[src/pfcm_pkg.sv]
// pfcm_pkg: command codes, reset values, fault masks and carrier types
// assumes fault comparators, straps and bus pins arrive from outside the clock domain
// How it works
// - latching faults hold until bias recycle or enable toggle
// - early overvoltage latch clears only on bias recycle
// - severe faults drive severe output and host alert
// - input voltage faults counted only while enabled, alert-only
// - sense pin shorts latch off, alert, no severe
// - bus address from one strap, sixteen choices
// - unlisted command codes never change configuration
// - strap config loads first; host writes after power-up
// - on/off control byte 01h, margin select, default 00h
// - turn-on source byte 02h, default 17h
// - clear-faults 03h clears status, releases alert
// - write lock byte 10h blocks other writes
// - 11h stores settings to NVM, 12h restores
// - feature report 19h reads fixed B0h
// - voltage format 20h reads fixed 21h
// - voltage target 21h word, starts at boot value
// - margin high/low words 25h/26h, default zero
// - current reading trim word 39h, default zero
// - fixed response bytes 41h=80h, 45h=BAh
// - trip level 46h, 125% imax, alert-only fault
// - 47h reads FAh; 4Ah warning defaults imax
// - severe output driven low on severe faults
// - large strap resistance selects NVM config source
package pfcm_pkg;
    localparam logic [7:0] CMD_OP = 8'h01;
    localparam logic [7:0] CMD_CFG = 8'h02;
    localparam logic [7:0] CMD_CLR = 8'h03;
    localparam logic [7:0] CMD_LOCK = 8'h10;
    localparam logic [7:0] CMD_STORE = 8'h11;
    localparam logic [7:0] CMD_RESTORE = 8'h12;
    localparam logic [7:0] CMD_FEAT = 8'h19;
    localparam logic [7:0] CMD_VFMT = 8'h20;
    localparam logic [7:0] CMD_VTGT = 8'h21;
    localparam logic [7:0] CMD_VMAX = 8'h24;
    localparam logic [7:0] CMD_VMH = 8'h25;
    localparam logic [7:0] CMD_VML = 8'h26;
    localparam logic [7:0] CMD_TRIM = 8'h39;
    localparam logic [7:0] CMD_OVACT = 8'h41;
    localparam logic [7:0] CMD_UVACT = 8'h45;
    localparam logic [7:0] CMD_OCTRIP = 8'h46;
    localparam logic [7:0] CMD_OCACT = 8'h47;
    localparam logic [7:0] CMD_OCWARN = 8'h4a;
    localparam logic [7:0] CMD_OTTRIP = 8'h4f;
    localparam logic [7:0] CMD_STATUS = 8'h79;
    localparam logic [7:0] RST_OP = 8'h00;
    localparam logic [7:0] RST_CFG = 8'h17;
    localparam logic [7:0] RST_LOCK = 8'h00;
    localparam logic [7:0] VAL_FEAT = 8'hb0;
    localparam logic [7:0] VAL_VFMT = 8'h21;
    localparam logic [7:0] VAL_OVACT = 8'h80;
    localparam logic [7:0] VAL_UVACT = 8'hba;
    localparam logic [7:0] VAL_OCACT = 8'hfa;
    localparam logic [15:0] RST_VMAX = 16'h00ff;
    localparam logic [15:0] RST_WORD = 16'h0000;
    localparam logic [15:0] RST_OTTRIP = 16'h007d;
    localparam logic [7:0] LOCK_ALL = 8'h80;
    localparam logic [7:0] LOCK_OP = 8'h40;
    localparam logic [7:0] LOCK_VOUT = 8'h20;
    // fault bit order follows pfcm_fault_t, msb first
    localparam logic [14:0] SEVERE_SET = 15'h60a1;
    localparam logic [14:0] LATCH_SET = 15'h2087;
    localparam logic [14:0] ALERT_SET = 15'h7ff7;
    localparam logic [14:0] GATED_SET = 15'h0c00;
    localparam int EARLY_BIT = 14;
    localparam int IN_OV_BIT = 11;
    localparam int SHORT_REF_BIT = 2;
    typedef struct packed {
        logic early_overvoltage_fault;
        logic output_overvoltage_fault;
        logic output_undervoltage_fault;
        logic input_overvoltage_fault;
        logic input_undervoltage_fault;
        logic load_overcurrent_fault;
        logic load_overcurrent_warning;
        logic supply_overcurrent_fault;
        logic supply_overcurrent_warning;
        logic overheat_fault;
        logic overheat_warning;
        logic max_temp_flag;
        logic sense_short_to_reference;
        logic sense_short_to_ground;
        logic power_stage_fault;
    } pfcm_fault_t;
    typedef struct packed {
        logic scl;
        logic sda;
        logic enable;
        logic bias_ok;
        pfcm_fault_t faults;
        logic [7:0] boot;
        logic [7:0] imax;
        logic [3:0] addr;
        logic config_source_strap;
    } pfcm_pins_t;
    typedef enum logic [4:0] {
        PH_IDLE = 5'b00001,
        PH_ADDR = 5'b00010,
        PH_CMD = 5'b00100,
        PH_WR = 5'b01000,
        PH_RD = 5'b10000
    } pfcm_phase_t;
endpackage

[src/pfcm_core.sv]
// pfcm_core: fault classification, bus command map and serial slave
// assumes scl/sda, enable, bias and fault levels are asynchronous; nvm values are local
`timescale 1ns/1ns
`default_nettype none
module pfcm_core
    import pfcm_pkg::*;
#(
    parameter int POWERUP_CYC = 1000,
    parameter logic [6:0] ADDR_BASE = 7'h50 // arbitrary base
)
(
    input wire logic i_ref_clk, // 50 MHz clock
    input wire logic i_reset, // async reset, high
    input wire logic i_scl, // bus clock pin
    input wire logic i_sda, // bus data pin level
    input wire logic i_enable_pin, // enable control pin
    input wire logic i_bias_ok, // main_bias_supply present
    input wire pfcm_fault_t i_faults, // comparator levels
    input wire logic [7:0] i_boot_strap, // boot code from straps
    input wire logic [7:0] i_imax_strap, // imax from straps
    input wire logic [3:0] i_address_strap_pin, // decoded address strap
    input wire logic i_config_source_strap, // high: large resistance
    input wire logic [7:0] i_nvm_boot, // boot code held in nvm
    input wire logic [7:0] i_nvm_imax, // imax held in nvm
    output logic o_sda_out, // data pin drive value
    output logic o_sda_oe, // data pin pull-low enable
    output logic o_severe_fault_out_n, // severe_fault_out, low active
    output logic o_host_alert_out_n, // host_alert_out, low active
    output logic o_hot_indicator_out_n, // hot_indicator_out, low active
    output logic o_output_on, // power stage enabled
    output logic o_latched_off, // latched shutdown
    output logic [15:0] o_vout_code, // clamped voltage target
    output logic [15:0] o_meas_trim, // current reading trim
    output logic o_nvm_store, // store pulse
    output logic o_nvm_restore // restore pulse
);
    if (POWERUP_CYC < 1 || POWERUP_CYC > 65535)
    begin : g_chk
        $error("POWERUP_CYC out of range");
    end
    localparam logic [15:0] PU_LAST = 16'(POWERUP_CYC - 1);

    // ==========================================================
    // input synchroniser
    pfcm_pins_t raw, pin_m_r, pin_r;
    logic scl_d_r, sda_d_r;
    assign raw = {i_scl, i_sda, i_enable_pin, i_bias_ok, i_faults, i_boot_strap,
                  i_imax_strap, i_address_strap_pin, i_config_source_strap};
    always_ff @(posedge i_ref_clk or posedge i_reset)
    begin
        if (i_reset)
        begin
            pin_m_r <= '{scl: 1'b1, sda: 1'b1, default: '0}; // idle bus levels: no false edge after reset
            pin_r <= '{scl: 1'b1, sda: 1'b1, default: '0};
            scl_d_r <= 1'b1;
            sda_d_r <= 1'b1;
        end
        else
        begin
            pin_m_r <= raw;
            pin_r <= pin_m_r;
            scl_d_r <= pin_r.scl;
            sda_d_r <= pin_r.sda;
        end
    end
    logic scl_rise, scl_fall, start_c, stop_c;
    assign scl_rise = pin_r.scl & ~scl_d_r;
    assign scl_fall = ~pin_r.scl & scl_d_r;
    assign start_c = pin_r.scl & scl_d_r & sda_d_r & ~pin_r.sda;
    assign stop_c = pin_r.scl & scl_d_r & ~sda_d_r & pin_r.sda;

    // ==========================================================
    // power-up sequence and strap capture
    logic [15:0] pu_cnt_r;
    logic pu_done_r, pu_end;
    logic [6:0] addr_r;
    assign pu_end = ~pu_done_r & (pu_cnt_r == PU_LAST);
    always_ff @(posedge i_ref_clk or posedge i_reset)
    begin
        if (i_reset)
        begin
            pu_cnt_r <= '0;
            pu_done_r <= 1'b0;
            addr_r <= ADDR_BASE;
        end
        else if (~pu_done_r)
        begin
            pu_cnt_r <= pu_cnt_r + 16'd1;
            if (pu_end)
            begin
                pu_done_r <= 1'b1;
                addr_r <= ADDR_BASE | {3'b000, pin_r.addr};
            end
        end
    end

    // ==========================================================
    // serial slave
    pfcm_phase_t phase_r;
    logic [3:0] cnt_r;
    logic [7:0] sh_r, tx_r, cmd_r, d0_r, d1_r, tx_byte;
    logic [1:0] nb_r;
    logic mack_r, rbi_r, wr_go_r;
    logic [15:0] rd_word;
    assign tx_byte = rbi_r ? rd_word[15:8] : rd_word[7:0];
    always_ff @(posedge i_ref_clk or posedge i_reset)
    begin
        if (i_reset)
        begin
            phase_r <= PH_IDLE;
            cnt_r <= '0;
            sh_r <= '0;
            tx_r <= '0;
            cmd_r <= '0;
            d0_r <= '0;
            d1_r <= '0;
            nb_r <= '0;
            mack_r <= 1'b0;
            rbi_r <= 1'b0;
            wr_go_r <= 1'b0;
            o_sda_oe <= 1'b0;
        end
        else
        begin
            wr_go_r <= 1'b0;
            if (start_c)
            begin
                phase_r <= PH_ADDR;
                cnt_r <= 4'hf; // the clock fall closing a start is no bit; it wraps to zero
                o_sda_oe <= 1'b0;
            end
            else if (stop_c)
            begin
                wr_go_r <= (phase_r == PH_WR);
                phase_r <= PH_IDLE;
                o_sda_oe <= 1'b0;
            end
            else if (phase_r != PH_IDLE)
            begin
                if (scl_rise)
                begin
                    if (cnt_r != 4'd8)
                        sh_r <= {sh_r[6:0], pin_r.sda};
                    else
                        mack_r <= ~pin_r.sda;
                end
                else if (scl_fall)
                begin
                    if (cnt_r == 4'd7)
                    begin
                        cnt_r <= 4'd8;
                        o_sda_oe <= 1'b1;
                        case (phase_r)
                            PH_ADDR:
                            begin
                                if (sh_r[7:1] == addr_r)
                                begin
                                    phase_r <= sh_r[0] ? PH_RD : PH_CMD;
                                    mack_r <= 1'b1;
                                    rbi_r <= 1'b0;
                                end
                                else
                                begin
                                    phase_r <= PH_IDLE;
                                    o_sda_oe <= 1'b0;
                                end
                            end
                            PH_CMD:
                            begin
                                cmd_r <= sh_r;
                                nb_r <= '0;
                                phase_r <= PH_WR;
                            end
                            PH_WR:
                            begin
                                if (nb_r == 2'd0)
                                    d0_r <= sh_r;
                                if (nb_r == 2'd1)
                                    d1_r <= sh_r;
                                if (nb_r != 2'd3)
                                    nb_r <= nb_r + 2'd1;
                            end
                            default: o_sda_oe <= 1'b0;
                        endcase
                    end
                    else if (cnt_r == 4'd8)
                    begin
                        cnt_r <= '0;
                        if (phase_r == PH_RD && mack_r)
                        begin
                            tx_r <= tx_byte;
                            o_sda_oe <= ~tx_byte[7];
                            rbi_r <= ~rbi_r;
                        end
                        else
                        begin
                            o_sda_oe <= 1'b0;
                            if (phase_r == PH_RD)
                                phase_r <= PH_IDLE;
                        end
                    end
                    else
                    begin
                        cnt_r <= cnt_r + 4'd1;
                        if (phase_r == PH_RD)
                        begin
                            tx_r <= {tx_r[6:0], 1'b0};
                            o_sda_oe <= ~tx_r[6];
                        end
                    end
                end
            end
        end
    end
    always_ff @(posedge i_ref_clk or posedge i_reset)
    begin
        if (i_reset)
            o_sda_out <= 1'b0;
        else
            o_sda_out <= 1'b0;
    end

    // ==========================================================
    // command map
    logic [7:0] op_r, cfg_r, lock_r;
    logic [15:0] vtgt_r, vmax_r, vmh_r, vml_r, octrip_r, ocwarn_r, ottrip_r;
    pfcm_fault_t status_r;
    logic lock_ok, wr_ok, byte_wr, word_wr, send_wr, clr_go, restore_go, load_go;
    logic [7:0] ld_boot, ld_imax;
    logic [15:0] wdata;
    always_comb
    begin
        case (lock_r)
            LOCK_ALL: lock_ok = (cmd_r == CMD_LOCK);
            LOCK_OP: lock_ok = (cmd_r == CMD_LOCK) || (cmd_r == CMD_OP);
            LOCK_VOUT: lock_ok = (cmd_r == CMD_LOCK) || (cmd_r == CMD_OP) ||
                                 (cmd_r == CMD_CFG) || (cmd_r == CMD_VTGT);
            default: lock_ok = 1'b1;
        endcase
    end
    assign wr_ok = wr_go_r & pu_done_r & lock_ok;
    assign byte_wr = wr_ok & (nb_r == 2'd1);
    assign word_wr = wr_ok & (nb_r == 2'd2);
    assign send_wr = wr_ok & (nb_r == 2'd0);
    assign clr_go = send_wr & (cmd_r == CMD_CLR);
    assign restore_go = send_wr & (cmd_r == CMD_RESTORE);
    assign load_go = pu_end | restore_go;
    assign wdata = {d1_r, d0_r};
    assign ld_boot = (restore_go | pin_r.config_source_strap) ? i_nvm_boot : pin_r.boot;
    assign ld_imax = (restore_go | pin_r.config_source_strap) ? i_nvm_imax : pin_r.imax;
    always_comb
    begin
        case (cmd_r)
            CMD_OP: rd_word = {8'h00, op_r};
            CMD_CFG: rd_word = {8'h00, cfg_r};
            CMD_LOCK: rd_word = {8'h00, lock_r};
            CMD_FEAT: rd_word = {8'h00, VAL_FEAT};
            CMD_VFMT: rd_word = {8'h00, VAL_VFMT};
            CMD_VTGT: rd_word = vtgt_r;
            CMD_VMAX: rd_word = vmax_r;
            CMD_VMH: rd_word = vmh_r;
            CMD_VML: rd_word = vml_r;
            CMD_TRIM: rd_word = o_meas_trim;
            CMD_OVACT: rd_word = {8'h00, VAL_OVACT};
            CMD_UVACT: rd_word = {8'h00, VAL_UVACT};
            CMD_OCTRIP: rd_word = octrip_r;
            CMD_OCACT: rd_word = {8'h00, VAL_OCACT};
            CMD_OCWARN: rd_word = ocwarn_r;
            CMD_OTTRIP: rd_word = ottrip_r;
            CMD_STATUS: rd_word = {1'b0, status_r};
            default: rd_word = 16'hffff;
        endcase
    end
    always_ff @(posedge i_ref_clk or posedge i_reset)
    begin
        if (i_reset)
        begin
            op_r <= RST_OP;
            cfg_r <= RST_CFG;
            lock_r <= RST_LOCK;
            vtgt_r <= RST_WORD;
            vmax_r <= RST_VMAX;
            vmh_r <= RST_WORD;
            vml_r <= RST_WORD;
            o_meas_trim <= RST_WORD;
            octrip_r <= RST_WORD;
            ocwarn_r <= RST_WORD;
            ottrip_r <= RST_OTTRIP;
        end
        else if (load_go)
        begin
            vtgt_r <= {8'h00, ld_boot};
            octrip_r <= 16'(ld_imax) + 16'(ld_imax[7:2]);
            ocwarn_r <= {8'h00, ld_imax};
        end
        else if (byte_wr)
        begin
            case (cmd_r)
                CMD_OP: op_r <= d0_r;
                CMD_CFG: cfg_r <= d0_r;
                CMD_LOCK: lock_r <= d0_r;
                default: ;
            endcase
        end
        else if (word_wr)
        begin
            case (cmd_r)
                CMD_VTGT: vtgt_r <= wdata;
                CMD_VMAX: vmax_r <= wdata;
                CMD_VMH: vmh_r <= wdata;
                CMD_VML: vml_r <= wdata;
                CMD_TRIM: o_meas_trim <= wdata;
                CMD_OCTRIP: octrip_r <= wdata;
                CMD_OCWARN: ocwarn_r <= wdata;
                CMD_OTTRIP: ottrip_r <= wdata;
                default: ;
            endcase
        end
    end
    always_ff @(posedge i_ref_clk or posedge i_reset)
    begin
        if (i_reset)
        begin
            o_nvm_store <= 1'b0;
            o_nvm_restore <= 1'b0;
        end
        else
        begin
            o_nvm_store <= send_wr & (cmd_r == CMD_STORE);
            o_nvm_restore <= restore_go;
        end
    end

    // ==========================================================
    // fault handling and output control
    logic [14:0] live, status_nxt;
    logic lat_early_r, lat_other_r, en_act, on_req;
    logic [15:0] vsel;
    assign en_act = ~(pin_r.enable ^ cfg_r[1]) ? 1'b1 : 1'b0;
    assign live = pin_r.faults & ~(o_output_on ? 15'h0000 : GATED_SET);
    assign status_nxt = live | (clr_go ? 15'h0000 : status_r);
    assign on_req = ~cfg_r[4] | ((~cfg_r[3] | op_r[7]) & (~cfg_r[2] | en_act));
    assign vsel = (op_r[5:4] == 2'b10) ? vmh_r : (op_r[5:4] == 2'b01) ? vml_r : vtgt_r;
    always_ff @(posedge i_ref_clk or posedge i_reset)
    begin
        if (i_reset)
        begin
            lat_early_r <= 1'b0;
            lat_other_r <= 1'b0;
        end
        else
        begin
            lat_early_r <= live[EARLY_BIT] | (lat_early_r & pin_r.bias_ok);
            lat_other_r <= (|(live & LATCH_SET)) | (lat_other_r & pin_r.bias_ok & en_act);
        end
    end
    always_ff @(posedge i_ref_clk or posedge i_reset)
    begin
        if (i_reset)
        begin
            status_r <= '0;
            o_host_alert_out_n <= 1'b1;
            o_severe_fault_out_n <= 1'b1;
            o_hot_indicator_out_n <= 1'b1;
        end
        else
        begin
            status_r <= status_nxt;
            o_host_alert_out_n <= ~(|(status_nxt & ALERT_SET));
            o_severe_fault_out_n <= ~((|(live & SEVERE_SET)) | lat_early_r);
            o_hot_indicator_out_n <= ~live[3];
        end
    end
    always_ff @(posedge i_ref_clk or posedge i_reset)
    begin
        if (i_reset)
        begin
            o_output_on <= 1'b0;
            o_latched_off <= 1'b0;
            o_vout_code <= RST_WORD;
        end
        else
        begin
            o_output_on <= on_req & pu_done_r & ~(lat_early_r | lat_other_r);
            o_latched_off <= lat_early_r | lat_other_r;
            o_vout_code <= (vsel > vmax_r) ? vmax_r : vsel;
        end
    end

    // ==========================================================
    // assertions
    early_hold_a: assert property (@(posedge i_ref_clk) disable iff (i_reset)
        lat_early_r && pin_r.bias_ok |=> lat_early_r) else $error("early latch lost");
    other_clear_a: assert property (@(posedge i_ref_clk) disable iff (i_reset)
        $fell(lat_other_r) |-> !$past(pin_r.bias_ok) || !$past(en_act)) else $error("latch cleared early");
    severe_drive_a: assert property (@(posedge i_ref_clk) disable iff (i_reset)
        |(live & SEVERE_SET) |=> !o_severe_fault_out_n) else $error("severe not driven");
    gated_input_a: assert property (@(posedge i_ref_clk) disable iff (i_reset)
        $rose(status_r[IN_OV_BIT]) |-> $past(o_output_on)) else $error("input fault while off");
    short_quiet_a: assert property (@(posedge i_ref_clk) disable iff (i_reset)
        live[SHORT_REF_BIT] && !(|(live & SEVERE_SET)) && !lat_early_r
        |=> o_severe_fault_out_n && lat_other_r ##1 !o_host_alert_out_n) else $error("short response");
    alert_sticky_a: assert property (@(posedge i_ref_clk) disable iff (i_reset)
        !o_host_alert_out_n && !clr_go |=> !o_host_alert_out_n) else $error("alert dropped");
    clear_release_a: assert property (@(posedge i_ref_clk) disable iff (i_reset)
        clr_go && !(|(live & ALERT_SET)) |=> o_host_alert_out_n && status_r == '0) else $error("clear");
    lock_block_a: assert property (@(posedge i_ref_clk) disable iff (i_reset)
        wr_go_r && lock_r == LOCK_ALL && cmd_r != CMD_LOCK |=> $stable(op_r) && $stable(vtgt_r))
        else $error("locked write taken");
    vout_clamp_a: assert property (@(posedge i_ref_clk) disable iff (i_reset)
        ##1 o_vout_code <= $past(vmax_r)) else $error("ceiling exceeded");
    early_write_a: assert property (@(posedge i_ref_clk) disable iff (i_reset)
        wr_go_r && !pu_done_r |=> $stable(op_r) && $stable(lock_r)) else $error("write before power-up");
    clear_seen_c: cover property (@(posedge i_ref_clk) disable iff (i_reset) clr_go);
    word_write_c: cover property (@(posedge i_ref_clk) disable iff (i_reset) word_wr);
    early_latch_c: cover property (@(posedge i_ref_clk) disable iff (i_reset) $rose(lat_early_r));
    read_phase_c: cover property (@(posedge i_ref_clk) disable iff (i_reset) phase_r == PH_RD ##1 scl_fall);
endmodule
`default_nettype wire

[config.mk]
export PLATFORM = sky130hd
export DESIGN_NAME = pfcm_core
export DESIGN_NICKNAME = d
export VERILOG_FILES = /design/src/pfcm_pkg.sv /design/src/pfcm_core.sv
export SDC_FILE = /design/constraint.sdc
export NUM_CORES = 1
export LEC_CHECK = 0
export BUFFER_PORTS_ARGS = -buffer_cell sky130_fd_sc_hd__buf_4
export CORE_MARGIN = 10
export CORE_UTILIZATION = 45
export CTS_BUF_LIST = sky130_fd_sc_hd__clkbuf_2 sky130_fd_sc_hd__clkbuf_4 sky130_fd_sc_hd__clkbuf_8
export CTS_CLUSTER_SIZE = 24
export DETAILED_ROUTE_END_ITERATION = 8
export GPL_TIMING_DRIVEN = 0
export PLACE_DENSITY = 0.72
export SETUP_SLACK_MARGIN = 0.2
export SYNTH_ARGS = -nofsm -noshare
export SYNTH_HDL_FRONTEND = slang
export SYNTH_SLANG_ARGS = --single-unit
[constraint.sdc]
create_clock -name i_ref_clk -period 14.45 [get_ports i_ref_clk]
set_input_delay 1.445 -clock i_ref_clk [delete_from_list [all_inputs] [get_ports i_ref_clk]]
set_output_delay 1.445 -clock i_ref_clk [all_outputs]
set_load 0.02 [all_outputs]
==> results of run 1 <==
[power by group through the flow]
| stage | clock network (µW) | logic (µW) | registers, µW |
|---|---|---|---|
| global placement | 0 | 147 | 1080 |
| CTS | 1010 | 155 | 1060 |
| finish | 986 | 154 | 1060 |
| detailed placement | 0 | 155 | 1080 |
| global route | 1060 | 172 | 1070 |
| floorplan | 0 | 105 | 1060 |
[cells by family after synthesis]
| group | count (synthesis) | synth area share, % |
|---|---|---|
| flops | 349 | 54.2 |
| other cells | 1 | 0.0232 |
| simple gates | 397 | 12.1 |
| buf+inv | 121 | 3.10 |
| mux | 218 | 14.8 |
| fa+ha+maj | 30 | 2.28 |
| xor+xnor | 29 | 1.57 |
| compound gates | 299 | 11.9 |
[metal layers]
metal,share of wire (%),GRT usage (%),vias to the layer above
li1,-,-,5522
met2,48,32.9,476
met4,3.1,7.05,0
met5,0,0,-
met3,7.0,4.72,109
met1,42,26.6,6215
[layout make-up]
| class | instances | area [µm²] | share of cell area (%) |
|---|---|---|---|
| timing repair buffer | 98 | 776 | 4.11 |
| inverter | 33 | 131 | 0.695 |
| clock buffer | 97 | 1200 | 6.37 |
| tap | 461 | 577 | 3.05 |
| clock inverter | 14 | 156 | 0.828 |
| sequential | 349 | 8770 | 46.4 |
| buffer | 88 | 377 | 1.99 |
| multi-input combinational | 974 | 6900 | 36.5 |
[critical path: stages, from the launching register on]
cell and delay [ns]:
dfrtp_1 0.44, or4_1 0.52, or3_1 0.40, a311oi_4 0.42, o21ba_2 0.25, buf_6 0.16
buf_8 0.17, buf_4 0.18, buf_2 0.24, mux2i_1 0.33, xnor2_1 0.16, ha_1 0.22
a21oi_1 0.07, mux2_2 0.31, nor3_1 0.18, o21ai_2 0.12, o21ba_1 0.21, o221ai_1 0.15
[path summary, 6_finish.rpt]
path | end | slack, ns
hold / removal | pin_r[11] | 0.34
setup / recovery | octrip_r[6] | 9.82
max in group asynchronous | pu_cnt_r[11] | 12.50
setup reg to reg | octrip_r[6] | 9.82
min in group asynchronous | pin_m_r[37] | 0.90
hold reg to reg | pin_r[11] | 0.34
[cell usage after synthesis (all sizes together) (17+ instances only)]
| library cell | instances | area (µm²) |
|---|---|---|
| ha | 27 | 338 |
| buf | 27 | 148 |
| clkbuf | 61 | 229 |
| mux2 | 150 | 1690 |
| a21oi | 87 | 435 |
| dfstp | 28 | 736 |
| nor2 | 70 | 263 |
| nand3 | 47 | 240 |
| xnor2 | 19 | 166 |
| a211oi | 29 | 218 |
| dfrtp | 321 | 8030 |
| nand2 | 146 | 548 |
| mux2i | 68 | 697 |
| o21ai | 70 | 354 |
| inv | 33 | 124 |
| a21o | 17 | 128 |
| nor3 | 24 | 136 |
| nor2b | 28 | 175 |
[metrics by stage]
step                      hold slack, ns  cells  utilization (%)  setup WS (ns)  setup TNS, ns
final                              0.335   2114             53.2           9.82              0
after global routing               0.342   2114             53.2           9.52              0
after CTS                          0.337   2114             53.2           9.82              0
after detailed placement           0.335   2003             49.4           9.85              0
after global placement             0.331   2001             49.2         -0.228         -63.64
after floorplan                    0.331   1444                -           3.37              0
==> flow_summary_export.csv, run 1 <==
group,metric,value,unit
detailed_routing,drt_wl_total,45.7,mm
floorplan,fp.dieW,210,µm
worst_hold_path,whs_path_depth,0,
clock_tree,clk_pin_slew_worst_paths,0.06,ns
detailed_routing,wl_per_cell,21.6,µm
placement,gp_congestion,0.973,
power_and_ir_drop,power_frac_clock,44.8,%
logic_synthesis,yosysWarningCount,0,
logic_synthesis,ys.flop_type,"dfrtp_1",
logic_synthesis,ys_types,78,
timing,clock_skew,0.0323,ns
logic_synthesis,ys_seq_area_share,54.2,%
timing,slew_headroom,4.91,%
power_and_ir_drop,p_int,1660,µW
placement,dpl.hpwl,33.5,mm
clock_tree,h-tree-depth,2,
logic_synthesis,synth.net_count,1529,
power_and_ir_drop,seqPwrFrac,48.3,%
global_routing,grt_pass1_wl,71.5,mm
floorplan,start_util,45.6,%
clock_tree,cts_buffer_depth,3,
timing,hold_viol,0,
finish,reg.largest.list,"pin_m_r: 40 flops, pin_r: 40 flops",
detailed_routing,avgViaCountPerCell,5.83,
logic_synthesis,async_flop_share,100,%
detailed_routing,dr.pass1.iters,6,
clock_tree,insertion_delay,0.65,ns
global_routing,grt_overflow,0,
logic_synthesis,synth_edf_count,0,
power_and_ir_drop,finalPower,2200,µW
finish,nFillCells,3097,
timing,finalSetupViolations,0,
detailed_routing,ant_nets,0,
clock_tree,holdBufCountCts,0,
setup_path,start_kind,"register",
detailed_routing,remaining_drc_errors,0,
setup_path,crit_type,"register to register",
finish,n_antenna_cell,0,
floorplan,core,35500,µm²
clock_tree,post_cts_buffers,0,
placement,place_area,17500,µm²
detailed_routing,drtIter0Drc,1125,
clock_tree,tritoncts,"done",
logic_synthesis,synthCells,1444,
finish,syn_to_final_growth,16.9,%
timing,drv_slew,0,
clock_tree,ctsRootBufferMaster,"clkbuf_8",
floorplan,num_rows,69,
logic_synthesis,avgSynthCellArea,11.2,µm²
outcome,status,"finished clean",
setup_path,critical_path.startpoint,"lock_r[2]",
power_and_ir_drop,peakVddDrop,0.0000771,V
run,maxCapViolCount,0,
setup_path,timing.rr.start,"lock_r[2]",
timing,min_period,4.63,ns
finish,layout.nets,1688,
setup_path,required,15.00,ns
finish,mostFrequentLayoutCell,"dfrtp_1",
power_and_ir_drop,power_frac_comb,7.0,%
finish,final_cell_mix,"dfrtp_1 (321), mux2_2 (149), nand2_1 (146)",
setup_path,end_kind,"register",
detailed_routing,via_count,12322,
timing,tightestPinTransition,1.42,ns
global_routing,antenna_found_initial,0,
setup_path,worst-path-max-fanout,10,
logic_synthesis,ys_ff_latch,349,
worst_hold_path,hold_start,"pin_m_r[11]",
clock_tree,cts.repair.resized,0,
clock_tree,clock_sinks,349,
logic_synthesis,synthesis.area,16200,µm²
finish,final_cell_area,18900,µm²
setup_path,r2r_cells,17,
worst_hold_path,worstHoldPathType,"register to register",
timing,fmaxAchievable,0.216,GHz
timing,fin_crit_sh,32.0,%
clock_tree,cts_buffers,59,
timing,rsz0062_at_grt,"false",
power_and_ir_drop,p_leak,0.00840,µW
finish,drive_gt1_share,25.8,%
global_routing,grt_pass1_vias,12380,
floorplan,pin_count,99,
power_and_ir_drop,switching_share,24.5,%
power_and_ir_drop,p_per_area,117,nW/µm²
floorplan,dieArea,43900,µm²
power_and_ir_drop,switchingPower,539,µW
placement,port_buffers,96,
floorplan,die_y,210,µm
global_routing,track_usage,20.5,%
setup_path,arrival,5.18,ns
global_routing,grt_max_degree,138,
Power figures use the tool's default switching activity.
==> run 2: changes to the inputs <==
--- a/config.mk
+++ b/config.mk
@@ -5,6 +5,7 @@
 export SDC_FILE = /design/constraint.sdc
 export NUM_CORES = 1
 export LEC_CHECK = 0
+export ABC_AREA = 1
 export BUFFER_PORTS_ARGS = -buffer_cell sky130_fd_sc_hd__buf_4
 export CORE_MARGIN = 10
 export CORE_UTILIZATION = 45
==> constraint.sdc (replaced) <==
create_clock -name i_ref_clk -period 4.3 [get_ports i_ref_clk]
set_input_delay 0.43 -clock i_ref_clk [delete_from_list [all_inputs] [get_ports i_ref_clk]]
set_output_delay 0.43 -clock i_ref_clk [all_outputs]
set_load 0.02 [all_outputs]
==> flow_summary_export.csv, run 2 <==
group,metric,value,unit
finish,syn_to_final_growth,19.9,%
power_and_ir_drop,power_frac_clock,42.3,%
detailed_routing,ant_nets,0,
logic_synthesis,synth_top_family_by_area,"simple AND/OR/NAND/NOR gates",
floorplan,core,33700,µm²
global_routing,grt_pass1_vias,13082,
detailed_routing,drtIter0Drc,1265,
finish,final_cell_mix,"nand2_1 (369), dfrtp_1 (321), inv_1 (197)",
logic_synthesis,ys.flop_type,"dfrtp_1",
timing,min_period,3.49,ns
logic_synthesis,avgSynthCellArea,9.23,µm²
floorplan,dieArea,42200,µm²
logic_synthesis,synth_fa_ha_area_share,2.18,%
clock_tree,post_cts_buffers,0,
power_and_ir_drop,p_leak,0.00851,µW
timing,slew_headroom,12.7,%
run,maxCapViolCount,0,
clock_tree,cts_buffer_depth,3,
timing,tightestPinTransition,1.30,ns
finish,seq_area,8770,µm²
logic_synthesis,synthMuxAreaShare,0.809,%
detailed_routing,dr.pass1.iters,5,
worst_hold_path,hold_start,"i_nvm_boot[1]",
floorplan,fp.dieW,205,µm
clock_tree,cts_buffers,58,
logic_synthesis,synthTopCellsByCount,"nand2_1 (369), dfrtp_1 (321), inv_1 (198)",
logic_synthesis,synth_area_leaders,"dfrtp_1 (52%), nand2_1 (9.0%), o21ai_0 (6.0%)",
setup_path,arrival,4.04,ns
placement,gp_congestion,1.03,
logic_synthesis,synth.net_count,1760,
logic_synthesis,ys_ff_latch,349,
power_and_ir_drop,power_frac_comb,8.6,%
logic_synthesis,synth_top_area_cell,"dfrtp_1",
floorplan,die_y,205,µm
setup_path,crit_chain,"inv_1, nor2_1, nor2_1, clkbuf_1, a21oi_1, ha_1, a21o_1, a31oi_1, o221ai_1, nand2_1, o2111ai_1, nand2_1, buf_1, nand2_1, o21ai_0",
power_and_ir_drop,switching_share,24.9,%
power_and_ir_drop,switchingPower,1770,µW
logic_synthesis,yosysMostFrequentCell,"nand2_1",
finish,mostFrequentLayoutCell,"nand2_1",
logic_synthesis,ys_seq_area_share,56.7,%
setup_path,critical_path.startpoint,"op_r[5]",
timing,fin_tns_setup,0,ns
logic_synthesis,synth-compound-area-share,15.2,%
clock_tree,tritoncts,"done",
setup_path,start_kind,"register",
placement,dpl.hpwl,37.3,mm
global_routing,grt_max_degree,46,
worst_hold_path,worstHoldPathType,"primary input to register",
logic_synthesis,synth-xor-area-share,1.08,%
finish,nFillCells,3047,
global_routing,grt_overflow,0,
timing,clock_skew,0.0427,ns
logic_synthesis,async_flop_share,100,%
logic_synthesis,synthesis.area,15500,µm²
timing,fin_crit_sh,81.1,%
timing,hold_viol,0,
logic_synthesis,synthSimpleGateAreaFrac,17.4,%
logic_synthesis,synth_edf_count,0,
clock_tree,h-tree-depth,2,
setup_path,cp_slowest_cell,"nor2_1",
timing,finalSetupViolations,0,
timing,drv_slew,0,
placement,port_buffers,97,
timing,rsz0062_at_grt,"false",
clock_tree,clk_pin_slew_worst_paths,0.06,ns
finish,layout.nets,1967,
logic_synthesis,ys_types,60,
finish,n_antenna_cell,0,
finish,drive_gt1_share,16.8,%
global_routing,antenna_found_initial,1,
outcome,status,"finished clean",
detailed_routing,via_count,13080,
detailed_routing,remaining_drc_errors,0,
floorplan,num_rows,67,
logic_synthesis,synthCells,1675,
setup_path,slowest_delay,0.44,ns
finish,reg.largest.list,"pin_m_r: 40 flops, pin_r: 40 flops",
detailed_routing,drt_wl_total,49.4,mm
setup_path,crit_type,"register to register",
finish,multiInputGateArea,5680,µm²
setup_path,end_kind,"register",
setup_path,worst-path-max-fanout,10,
logic_synthesis,synth_top_area_share,51.9,%
clock_tree,clock_sinks,349,
logic_synthesis,yosysWarningCount,0,
floorplan,pin_count,99,
setup_path,timing.rr.start,"op_r[5]",
global_routing,track_usage,23.7,%
setup_path,crit_top_cell,"nand2_1",
clock_tree,ctsRootBufferMaster,"clkbuf_8",
timing,fmaxAchievable,0.287,GHz
setup_path,required,4.85,ns
detailed_routing,wl_per_cell,20.8,µm
finish,final_core_util,55.0,%
clock_tree,insertion_delay,0.65,ns
power_and_ir_drop,p_per_area,383,nW/µm²
floorplan,start_util,45.9,%
global_routing,grt_pass1_wl,76.7,mm
power_and_ir_drop,peakVddDrop,0.000280,V
detailed_routing,avgViaCountPerCell,5.51,
power_and_ir_drop,seqPwrFrac,49.1,%
power_and_ir_drop,p_int,5330,µW
-- run 2: changes by cell type in the layout (fill, tap and decap cells not counted), sizes merged, moves of 33 or more --
| cell | change |
|---|---|
| dlygate4sd3 | +41 |
| o21ai | +131 |
| clkbuf | -33 |
| mux2 | -146 |
| a21oi | -44 |
| nand2 | +248 |
| inv | +180 |
| o22ai | +43 |
| mux2i | -60 |
-- run 2: path summary, 6_finish.rpt --
check                                              to  slack (ns)  depth (start not counted)
worst max-delay path                   o_vout_code[1]        0.81                         15
worst min register to register              pin_r[10]        0.34                          0
worst max register to register         o_vout_code[1]        0.81                         15
worst min-delay path                        vtgt_r[1]        0.13                          3
max in group asynchronous       o_hot_indicator_out_n        2.47                          7
min in group asynchronous                   pin_r[10]        0.40                          3
-- run 2: final cells by class --
type	instances	area share [%]
repair buffers	147	7.11
clock inverters	10	0.418
multi-input cells	1063	30.6
flip-flops and latches	349	47.3
well taps	448	3.02
inverters	219	4.45
plain buffers	44	1.05
clock buffers	93	6.06
-- run 2: timing repair --
item	4_1_cts	5_1_grt
hold endpoints to repair	58	0
hold buffers	41	0
resized for setup	0	0
-- run 2: through the flow --
step                std cells  setup WS, ns  cell area, µm²  hold WS [ns]  power, µW
global placement         2220         -2.66           16800         0.333       4080
finish                   2373         0.813           18500         0.126       7100
CTS                      2373         0.891           18500         0.110       7150
global route             2373         0.488           18500         0.133       7410
floorplan                1675        -0.780           15500         0.331       3900
detailed placement       2229         0.908           16900         0.335       4120
-- run 2: kinds of logic (layout without fill, tap and decap cells) --
logic type               count (synthesis)  after routing
other                                    1              1
flip-flops                             349            349
XOR/XNOR                                19             19
AND/OR/NAND/NOR                        613            613
AO/OA/AOI/OAI                          391            391
multiplexers                            12             12
buffers and inverters                  263            513
adder cells (fa/ha/maj)                 27             27
-- run 2: worst max-delay path, delay by kind of cell (launching register included) --
family	cells	cell delay (ns)
flops	1	0.37
compound gates	6	0.99
buf+inv	3	0.78
simple gates	5	0.95
fa+ha+maj	1	0.30
-- run 2: metal layers --
metal / GRT usage [%] / wire (µm) / vias up
li1: - / - / 6035
met1: 30.9 / 20500 / 6386
met2: 37.8 / 22800 / 553
met3: 5.16 / 4080 / 104
met4: 9.79 / 1950 / 2
met5: 0 / 13 / -
-- run 2: power groups by stage --
stage	logic, µW	registers (µW)	clock network [µW]
floorplan	371	3530	0
global placement	547	3540	0
detailed placement	578	3540	0
CTS	612	3480	3060
global route	688	3500	3220
finish	610	3480	3010
==> run 3: changes to the inputs <==
--- a/config.mk
+++ b/config.mk
@@ -13,7 +13,7 @@
 export CTS_CLUSTER_SIZE = 24
 export DETAILED_ROUTE_END_ITERATION = 8
 export GPL_TIMING_DRIVEN = 0
-export PLACE_DENSITY = 0.72
+export PLACE_DENSITY = 0.74
 export SETUP_SLACK_MARGIN = 0.2
 export SYNTH_ARGS = -nofsm -noshare
 export SYNTH_HDL_FRONTEND = slang
==> constraint.sdc (replaced) <==
create_clock -name i_ref_clk -period 3 [get_ports i_ref_clk]
set_input_delay 0.3 -clock i_ref_clk [delete_from_list [all_inputs] [get_ports i_ref_clk]]
set_output_delay 0.3 -clock i_ref_clk [all_outputs]
set_load 0.02 [all_outputs]
==> flow_summary_export.csv, run 3 (same netlist as run 2, synthesis figures left out) <==
group,metric,value,unit
setup_path,r2r_setup_slack,0.12,ns
setup_path,start_kind,"register",
power_and_ir_drop,p_leak,0.00899,µW
setup_path,slowest_delay,0.48,ns
floorplan,pin_count,99,
clock_tree,ctsRootBufferMaster,"clkbuf_8",
setup_path,timing.rr.start,"cmd_r[0]",
clock_tree,clock_sinks,349,
power_and_ir_drop,switchingPower,2600,µW
finish,n_antenna_cell,0,
timing,min_period,2.88,ns
detailed_routing,drtIter0Drc,1585,
setup_path,arrival,3.39,ns
timing,fmaxAchievable,0.347,GHz
timing,finalSetupViolations,0,
timing,clock_skew,0.0288,ns
detailed_routing,avgViaCountPerCell,5.58,
setup_path,regToRegEndpoint,"octrip_r[6]",
finish,mostFrequentLayoutCell,"nand2_1",
detailed_routing,drt_wl_total,51.4,mm
timing,hold_viol,0,
global_routing,antenna_found_initial,1,
timing,layout_setup_ws,0.119,ns
power_and_ir_drop,p_per_area,535,nW/µm²
finish,layout.nets,2022,
finish,syn_to_final_growth,27.1,%
finish,drive_gt1_share,24.0,%
global_routing,grt_overflow,0,
global_routing,grt_max_degree,41,
worst_hold_path,min_to,"vtgt_r[2]",
power_and_ir_drop,p_int,7920,µW
placement,gp_congestion,1.01,
floorplan,num_rows,67,
detailed_routing,remaining_drc_errors,0,
clock_tree,tritoncts,"done",
detailed_routing,via_count,13525,
setup_path,worst-path-max-fanout,7,
clock_tree,cts_buffer_depth,3,
floorplan,die_y,205,µm
timing,whs,0.0222,ns
clock_tree,h-tree-depth,2,
setup_path,r2r_cells,26,
power_and_ir_drop,switching_share,24.7,%
finish,stdcell_count,2426,
placement,dpl.cell_count,2230,
finish,reg.largest.list,"pin_m_r: 40 flops, pin_r: 40 flops",
placement,dpl.hpwl,37.9,mm
power_and_ir_drop,finalPower,10500,µW
worst_hold_path,hold_start,"i_nvm_boot[2]",
timing,slew_headroom,25.1,%
placement,pre_cts_ws,-0.330,ns
floorplan,fp.dieW,205,µm
timing,rsz0062_at_grt,"true",
run,maxCapViolCount,0,
floorplan,start_util,45.9,%
detailed_routing,dr.pass1.iters,6,
power_and_ir_drop,peakVddDrop,0.000430,V
worst_hold_path,whs_path_depth,3,
clock_tree,clk_pin_slew_worst_paths,0.06,ns
setup_path,cp_slowest_cell,"dfrtp_2",
power_and_ir_drop,power_frac_clock,43.4,%
clock_tree,insertion_delay,0.64,ns
global_routing,grt_pass1_vias,13415,
power_and_ir_drop,power_frac_comb,9.1,%
outcome,status,"finished clean",
global_routing,track_usage,24.2,%
setup_path,crit_top_cell,"nand2_2",
setup_path,crit_type,"register to register",
setup_path,path_buf_inv,4,
timing,fin_crit_sh,96.0,%
clock_tree,cts_buffers,56,
worst_hold_path,worstHoldPathType,"primary input to register",
timing,fin_tns_setup,0,ns
setup_path,required,3.51,ns
finish,final_cell_mix,"nand2_1 (343), dfrtp_1 (317), inv_1 (190)",
floorplan,core,33700,µm²
detailed_routing,wl_per_cell,21.2,µm
setup_path,cp_top_family,"simple AND/OR/NAND/NOR gates",
setup_path,end_kind,"register",
timing,drv_slew,0,
placement,port_buffers,97,
floorplan,dieArea,42200,µm²
power_and_ir_drop,seqPwrFrac,47.5,%
timing,tightestPinTransition,1.12,ns
detailed_routing,ant_nets,0,
global_routing,grt_pass1_wl,78.1,mm
## run 3: changes by cell type in the layout (fill, tap and decap cells not counted), moves of 10 or more
| cell | previous run | this run |
|---|---|---|
| nand2_2 | 20 | 31 |
| clkbuf_1 | 32 | 16 |
| buf_4 | 99 | 152 |
| nand2_4 | 5 | 20 |
| buf_6 | 2 | 13 |
| nor2_1 | 89 | 74 |
| nand2_1 | 369 | 343 |
| nor2_4 | 3 | 13 |
## run 3: area by class of cell
class                           count  area, µm²
Clock inverter                     10        155
Multi-Input combinational cell   1063       6130
Buffer                             44        293
Clock buffer                       89       1110
Sequential cell                   349       8770
Tap cell                          448        561
Fill cell                        2897      14100
Timing Repair Buffer              204       1780
Inverter                          219        847
## run 3: worst max path at each step
stage,start,to,slack [ns],cells after the start
after floorplan,i_reset,addr_r[0],-1.95,1
after global placement,i_reset,pin_r[35],-3.80,2
after detailed placement,op_r[5],o_vout_code[9],-0.33,14
after CTS,cmd_r[7],op_r[0],0.16,16
after global routing,cmd_r[1],octrip_r[6],-0.04,26
final,cmd_r[0],octrip_r[6],0.12,26
## run 3: per-stage QoR
stage                     area (µm²)  util (%)
after floorplan                15500         -
after global placement         16800      49.7
after detailed placement       17000      50.3
after CTS                      19100      56.8
after global routing           19600      58.3
final                          19600      58.3
## run 3: metal layers
metal  vias to the layer above  GRT usage [%]  share of wire, %
met2                       633           38.5                47
met5                         -              0             0.025
li1                       6148              -                 -
met3                       123           5.24               8.7
met4                         2           10.5               4.6
met1                      6619           31.3                40
## run 3: worst min-delay path, delay by kind of cell
| kind | cells | cell delay [ns] |
|---|---|---|
| multiplexers | 1 | 0.06 |
| buffers and inverters | 1 | 0.09 |
| AO/OA/AOI/OAI | 1 | 0.16 |
## run 3: power by group through the flow
stage / logic, µW / clock network [µW] / registers (µW)
global route: 1070 / 4850 / 5010
floorplan: 531 / 0 / 5050
finish: 959 / 4560 / 4990
CTS: 909 / 4630 / 4990
global placement: 780 / 0 / 5070
detailed placement: 839 / 0 / 5070
## run 3: repair_timing
action                     4_1_cts  5_1_grt
hold endpoints to repair        68        0
hold buffers                    43        0
buffers inserted                27       26
resized for setup               81      114
setup endpoints to repair      155      183
pin swaps                       15       35
